===== src/slp_pkg.sv =====
// Constants for the staged parameter update block
package slp_pkg;
    localparam int SLP_DATA_W = 32;
    localparam int SLP_ADDR_W = 16;
    localparam int SLP_SLOTS = 5;
    localparam int SLP_CNT_W = 16;
    // Parameter memory locations of the staging area
    localparam logic [15:0] SLP_ADDR_MODULO = 16'h0000;
    localparam logic [15:0] SLP_ADDR_DATA1 = 16'h0001;
    localparam logic [15:0] SLP_ADDR_DATA5 = 16'h0005;
    localparam logic [15:0] SLP_ADDR_TARGET = 16'h0006;
    localparam logic [15:0] SLP_ADDR_COUNT = 16'h0007;
    localparam logic [2:0] SLP_MAX_WORDS = 3'h5;
    localparam logic [31:0] SLP_MODULO_RST = 32'h00000000;
    // Init code depth reserved at the bottom of program memory
    localparam int SLP_INIT_PROG_WORDS = 36;
    localparam int SLP_PROG_W = 16;
    localparam logic [15:0] SLP_INIT_PROG_BASE = 16'h0000;
    localparam logic [15:0] SLP_INIT_PROG_LAST = 16'h0023;
    typedef enum logic [2:0] {
        SLP_IDLE = 3'b001,
        SLP_WAIT = 3'b010,
        SLP_COPY = 3'b100
    } slp_state_t;
endpackage


===== src/slp_stage_regs.sv =====
// Staging slots, modulo size, target and count storage
`timescale 1ns/1ps
`default_nettype none
module slp_stage_regs
    import slp_pkg::*;
(
    input wire logic clk_sys_in,
    input wire logic rst_n_in,
    input wire logic wr_en_in,
    input wire logic [SLP_ADDR_W-1:0] wr_addr_in,
    input wire logic [SLP_DATA_W-1:0] wr_data_in,
    input wire logic [2:0] rd_slot_in,
    output logic [SLP_DATA_W-1:0] rd_data_out,
    output logic [SLP_DATA_W-1:0] modulo_out,
    output logic [SLP_ADDR_W-1:0] target_out,
    output logic [SLP_CNT_W-1:0] count_out,
    output logic count_wr_out
);
    logic [SLP_DATA_W-1:0] slot [SLP_SLOTS];
    logic [SLP_DATA_W-1:0] modulo;
    logic [SLP_ADDR_W-1:0] target;
    logic [SLP_CNT_W-1:0] count;
    wire logic hit_modulo = wr_en_in && (wr_addr_in == SLP_ADDR_MODULO);
    wire logic hit_target = wr_en_in && (wr_addr_in == SLP_ADDR_TARGET);
    wire logic hit_count = wr_en_in && (wr_addr_in == SLP_ADDR_COUNT);

    genvar gi;
    generate
        for (gi = 0; gi < SLP_SLOTS; gi++) begin : g_slot
            wire logic hit = wr_en_in &&
                (wr_addr_in == SLP_ADDR_DATA1 + 16'(gi));
            always_ff @(posedge clk_sys_in or negedge rst_n_in) begin
                if (!rst_n_in) slot[gi] <= '0;
                else if (hit) slot[gi] <= wr_data_in;
            end
        end
    endgenerate

    always_ff @(posedge clk_sys_in or negedge rst_n_in) begin
        if (!rst_n_in) begin
            modulo <= SLP_MODULO_RST;
            target <= '0;
            count <= '0;
            count_wr_out <= 1'b0;
        end else begin
            if (hit_modulo) modulo <= wr_data_in;
            if (hit_target) target <= wr_data_in[SLP_ADDR_W-1:0];
            if (hit_count) count <= wr_data_in[SLP_CNT_W-1:0];
            count_wr_out <= hit_count;
        end
    end

    assign rd_data_out = (rd_slot_in < SLP_MAX_WORDS) ?
        slot[rd_slot_in] : '0;
    assign modulo_out = modulo;
    assign target_out = target;
    assign count_out = count;
endmodule // slp_stage_regs
`default_nettype wire


===== src/slp_safeload.sv =====
// Frame-synchronous staged parameter update engine
`timescale 1ns/1ps
`default_nettype none
// Function
// - Location zero holds modulo memory size
// - Locations one to five are staging slots
// - Location six holds target address minus one
// - Destination address increments per staged word
// - Location seven holds the word count
// - Count write arms copy at next frame
// - Pending transfer serviced once per frame
// - Init code occupies lowest program memory
module slp_safeload
    import slp_pkg::*;
(
    input wire logic clk_sys_in,
    input wire logic rst_n_in,
    // Host control port writes into locations 0x0000..0x0007
    input wire logic host_wr_in,
    input wire logic [SLP_ADDR_W-1:0] host_addr_in,
    input wire logic [SLP_DATA_W-1:0] host_data_in,
    // One-cycle pulse at each audio frame boundary
    input wire logic frame_start_in,
    output logic pm_wr_out,
    output logic [SLP_ADDR_W-1:0] pm_addr_out,
    output logic [SLP_DATA_W-1:0] pm_data_out,
    output logic [SLP_DATA_W-1:0] modulo_size_out,
    output logic [SLP_PROG_W-1:0] init_prog_last_out,
    output logic pending_out,
    output logic busy_out,
    output logic frame_hold_out
);
    slp_state_t state;
    slp_state_t next_state;

    // Copy engine registers
    logic [2:0] idx;
    logic [2:0] next_idx;
    logic [2:0] words;
    logic [2:0] next_words;
    logic [SLP_ADDR_W-1:0] base;
    logic [SLP_ADDR_W-1:0] next_base;
    logic rearm;
    logic next_rearm;

    // Values seen through the staging store
    logic [SLP_DATA_W-1:0] slot_data;
    logic [SLP_ADDR_W-1:0] target;
    logic [SLP_CNT_W-1:0] count;
    logic arm;

    // Parameter memory write port, next values
    logic next_pm_wr;
    logic [SLP_ADDR_W-1:0] next_pm_addr;
    logic [SLP_DATA_W-1:0] next_pm_data;

    function automatic logic [2:0] clip_count(input logic [15:0] c);
        if (c > 16'(SLP_MAX_WORDS)) begin
            clip_count = SLP_MAX_WORDS;
        end else begin
            clip_count = c[2:0];
        end
    endfunction

    slp_stage_regs u_regs (
        .clk_sys_in(clk_sys_in),
        .rst_n_in(rst_n_in),
        .wr_en_in(host_wr_in),
        .wr_addr_in(host_addr_in),
        .wr_data_in(host_data_in),
        .rd_slot_in(idx),
        .rd_data_out(slot_data),
        .modulo_out(modulo_size_out),
        .target_out(target),
        .count_out(count),
        .count_wr_out(arm)
    );

    // Clipped request length as seen right now
    wire logic [2:0] req_words = clip_count(count);
    wire logic zero_count = (req_words == 3'h0);
    wire logic in_idle = (state == SLP_IDLE);
    wire logic in_wait = (state == SLP_WAIT);
    wire logic in_copy = (state == SLP_COPY);
    wire logic last_word = (idx + 3'h1 >= words);
    // A fresh arm in the frame cycle defers the copy by one frame
    wire logic start_copy = in_wait && frame_start_in && !arm;
    wire logic copy_step = in_copy && !last_word;
    // Arm is a one-cycle pulse; mid-copy it is kept in rearm
    wire logic late_arm = arm || rearm;

    always_comb begin
        next_state = state;
        case (state)
            SLP_IDLE: begin
                if (arm) begin
                    next_state = SLP_WAIT;
                end
            end
            SLP_WAIT: begin
                if (start_copy) begin
                    if (zero_count) begin
                        next_state = SLP_IDLE;
                    end else begin
                        next_state = SLP_COPY;
                    end
                end
            end
            SLP_COPY: begin
                if (last_word) begin
                    if (late_arm) begin
                        next_state = SLP_WAIT;
                    end else begin
                        next_state = SLP_IDLE;
                    end
                end
            end
            default: begin
                next_state = SLP_IDLE;
            end
        endcase
    end

    always_comb begin
        next_rearm = rearm;
        if (!in_copy) begin
            next_rearm = 1'b0;
        end else if (arm) begin
            next_rearm = 1'b1;
        end
    end

    // Latch length and base at the boundary so host writes can't skew it
    always_comb begin
        next_idx = idx;
        next_words = words;
        next_base = base;
        if (start_copy) begin
            next_idx = 3'h0;
            next_words = req_words;
            next_base = target + 16'h0001;
        end else if (copy_step) begin
            next_idx = idx + 3'h1;
        end
    end

    assign next_pm_wr = in_copy;
    assign next_pm_addr = base + 16'(idx);
    assign next_pm_data = slot_data;

    always_ff @(posedge clk_sys_in or negedge rst_n_in) begin
        if (!rst_n_in) begin
            state <= SLP_IDLE;
        end else begin
            state <= next_state;
        end
    end

    always_ff @(posedge clk_sys_in or negedge rst_n_in) begin
        if (!rst_n_in) begin
            rearm <= 1'b0;
        end else begin
            rearm <= next_rearm;
        end
    end

    always_ff @(posedge clk_sys_in or negedge rst_n_in) begin
        if (!rst_n_in) begin
            idx <= 3'h0;
        end else begin
            idx <= next_idx;
        end
    end

    always_ff @(posedge clk_sys_in or negedge rst_n_in) begin
        if (!rst_n_in) begin
            words <= 3'h0;
        end else begin
            words <= next_words;
        end
    end

    always_ff @(posedge clk_sys_in or negedge rst_n_in) begin
        if (!rst_n_in) begin
            base <= '0;
        end else begin
            base <= next_base;
        end
    end

    always_ff @(posedge clk_sys_in or negedge rst_n_in) begin
        if (!rst_n_in) begin
            pm_wr_out <= 1'b0;
        end else begin
            pm_wr_out <= next_pm_wr;
        end
    end

    always_ff @(posedge clk_sys_in or negedge rst_n_in) begin
        if (!rst_n_in) begin
            pm_addr_out <= '0;
        end else begin
            pm_addr_out <= next_pm_addr;
        end
    end

    always_ff @(posedge clk_sys_in or negedge rst_n_in) begin
        if (!rst_n_in) begin
            pm_data_out <= '0;
        end else begin
            pm_data_out <= next_pm_data;
        end
    end

    assign pending_out = in_wait;
    assign busy_out = !in_idle;
    // Holds frame processing off parameter reads until the copy lands
    assign frame_hold_out = (state == SLP_COPY) || pm_wr_out;
    assign init_prog_last_out = SLP_INIT_PROG_LAST;
endmodule // slp_safeload
`default_nettype wire


===== config.mk =====
export PLATFORM = sky130hd
export DESIGN_NAME = slp_safeload
export DESIGN_NICKNAME = d
export VERILOG_FILES = /design/src/slp_pkg.sv /design/src/slp_stage_regs.sv /design/src/slp_safeload.sv
export SDC_FILE = /design/constraint.sdc
export NUM_CORES = 1
export LEC_CHECK = 0
export BUFFER_PORTS_ARGS = -buffer_cell sky130_fd_sc_hd__buf_2
export CORE_MARGIN = 2
export CORE_UTILIZATION = 58
export DETAILED_ROUTE_END_ITERATION = 8
export PLACE_DENSITY = 0.82
export SLEW_MARGIN = 10
export SYNTH_ARGS = -nofsm -noshare
export SYNTH_HDL_FRONTEND = slang
export SYNTH_SLANG_ARGS = --single-unit

===== constraint.sdc =====
create_clock -name clk_sys_in -period 3.2 [get_ports clk_sys_in]
set_clock_uncertainty 0.2 [all_clocks]
set_input_delay 0.32 -clock clk_sys_in [delete_from_list [all_inputs] [get_ports clk_sys_in]]
set_output_delay 0.32 -clock clk_sys_in [all_outputs]
set_load 0.05 [all_outputs]

==> results.tsv <==
metric	value	unit
Die H	153	µm
# setup viols final	0	
vias in the first global route	8483	
Relative slew margins	0.309	
antenna violations before repair	0	
latest clock arrival within the worst-skew pair	0.55	ns
dpl ws	0.731	ns
commonest cells after routing, fill and taps aside	dfrtp_1, mux2_2, buf_2	
Lkg Pwr	7.51	nW
Hold Startpoint	host_addr_in[0]	
Die W	153	µm
routed wire length	27300	µm
Layout Cells excl Fill	1390	
post-synth cell types	53	
Tcrit/Tclk final	0.767	
status	completed	
setup_tns	0	ns
ANT cells	0	
DRC violation count after routing	0	
GR met1 Demand/Resource	0.320	
max-cap viol count	0	
global-route wire length before repair	44900	µm
#FFs+latches synth	300	
Final WS setup	0.747	ns
final slew viol count	0	
M3 GR Usage	0.0340	
initial cell density of the core	0.591	
CP startpoint kind	flop	
1st-iter DRT viols	482	
fillcell total	1438	
DIE AREA	0.0234	mm²
Critical Path Sink Type	output port	
ANT nets after route	0	
Crit Path Max Fanout	6	
Synth Cell Area	0.0129	mm²
crit path kind	flop to output port	
largest net degree at the start of global routing	87	
Clock Path Buffers	3	
Via-to-Cell Ratio	5.67	
Async SR Flop Fraction	1.00	
commonest non-fill, non-tap cell in the layout	dfrtp_1	
worst hold path type	primary input to flop	
TritonCTS clock tree	done	
worst hold path cell count	3	
PD cells	504	mW/mm²
Avg Cell Area, Syn	14.2	µm²
clock root buffer	clkbuf_16	
Design Area, Final	0.0151	mm²
worst-margin pin slew	1.03	ns
Post-Syn Instances	905	
R2R Setup Slk	0.80	ns
CP required	2.68	ns
crit path DAT	1.93	ns
Critical R2R Launch	idx[2]	
Peak supply drop	0.000390	V
Ys Warns	0	
M2 GR Usage	0.408	
core box area	0.0218	mm²
fraction of layout cells with a size suffix above 1	0.423	
Main synth FF type	dfrtp_1	
H-Tree Depth	1	
Reg2Reg Depth	4	
clock sinks	300	
Wirelength per Cell	19.6	µm
IO Count	152	
Reg-to-Reg End	pm_data_out[21]	
dpl hpwl	16700	µm
GRT Resource Usage Total	0.239	
Worst Hold Path EP	u_regs.slot[125]	
Seq/Total Area, Yosys	0.584	
Resized cells post-CTS	0	
Clock transition at path regs	0.06	ns
Fin. Hold Viols	0	
dpl cell area	0.0138	mm²
PortBufs	135	
RSZ-0062 raised after global routing	false	
GRT Max-Usage Layer	met2	
Layout Nets	1148	
number of synthesized flops with an enable pin	0	
total congestion overflow	0	
GPL Wtd Cong	0.799	
Via Count	7882	
Area growth syn-to-layout	17.6	%
FMAX	408	MHz
DRT Pass-1 Iters	5	
fin crit period	2.45	ns
row count	54	
TritonCTS buffer count	29	
placed instance count	1300	
[where the power goes]
| part | internal [mW] | total (mW) | switching, mW |
|---|---|---|---|
| Clock | 1.91 | 3.32 | 1.40 |
| Sequential | 3.83 | 3.86 | 0.0245 |
| Combinational | 0.120 | 0.451 | 0.331 |
[critical path, stage by stage, from the launching register on]
cell     delay (ns)
dfrtp_1        0.43
or3b_2         0.56
inv_1          0.13
buf_2          0.27
[worst max-delay path by stage]
stage	depth (start not counted)	slack [ns]	to	from
4_1_cts	3	0.75	pending_out	state[2]
6_report	3	0.75	pending_out	state[2]
3_5_place_dp	6	0.73	u_regs.slot[45]	host_addr_in[9]
3_3_place_gp	6	0.78	u_regs.slot[38]	host_addr_in[5]
2_1_floorplan	8	0.79	pm_addr_out[8]	idx[1]
5_1_grt	3	0.68	pending_out	state[1]
[metrics by stage]
step / utilization / hold WS [ns] / total power [mW]
finish: 0.695 / 0.0709 / 7.62
CTS: 0.695 / 0.0623 / 7.67
global route: 0.695 / 0.0802 / 7.87
floorplan: - / -0.176 / 4.14
global placement: 0.635 / 0.167 / 4.33
detailed placement: 0.635 / 0.170 / 4.34
[cell type report]
cell class              count  area [µm²]  area share
inverters                  43         161      0.0107
flip-flops and latches    300        7510       0.497
repair buffers            192        1250      0.0829
clock inverters            10        81.3     0.00538
well taps                 280         350      0.0232
clock buffers              44         852      0.0564
multi-input cells         521        4910       0.325
[cells in the mapped netlist, types with 3 or more instances]
cell type / number / area [µm²]
a21oi_1: 4 / 20.0
and3_1: 3 / 18.8
and4_1: 3 / 26.3
buf_2: 6 / 30.0
buf_4: 35 / 263
clkbuf_1: 13 / 48.8
dfrtp_1: 299 / 7480
ha_1: 8 / 100
inv_1: 43 / 161
mux2_1: 10 / 113
mux2_2: 214 / 2410
mux2i_1: 5 / 50.1
mux4_2: 31 / 698
nand2_1: 60 / 225
nand2b_1: 5 / 31.3
nand3_1: 8 / 40.0
nand4_1: 8 / 50.1
nor2_1: 7 / 26.3
nor2_2: 6 / 37.5
nor3_1: 9 / 45.0
nor3b_1: 3 / 22.5
nor4_1: 5 / 31.3
o211ai_1: 3 / 22.5
o21ai_0: 50 / 250
o31ai_1: 3 / 22.5
or3b_2: 3 / 26.3
xnor2_1: 20 / 175
xor2_1: 8 / 70.1
[sequential cells by signal, indices dropped and copies added (netlist names)]
register / count
rearm: 1
u_regs.count_wr_out: 1
u_regs.target_out: 16
idx: 3
u_regs.modulo_out: 32
u_regs.count_out: 16
pm_wr_out: 1
u_regs.slot: 160
base: 16
pm_addr_out: 16
words: 3
pm_data_out: 32
state: 3
[cells by family after synthesis]
logic type | share of synthesized area
flip-flops | 0.584
multiplexers | 0.255
AND/OR/NAND/NOR | 0.0601
buffers and inverters | 0.0400
AO/OA/AOI/OAI | 0.0321
XOR/XNOR | 0.0191
adder cells (fa/ha/maj) | 0.00935
other | 0.000584
[repair_timing]
item / 4_1_cts / 5_1_grt
buffers inserted: 0 / 0
hold endpoints to repair: 304 / 0
hold buffers: 36 / 0
[layer usage]
layer / share of wire / vias up
li1: - / 3526
met1: 0.43 / 4081
met2: 0.50 / 222
met3: 0.042 / 53
met4: 0.028 / 0
met5: 0 / -
Note: power is estimated with default switching activity, not from simulation.
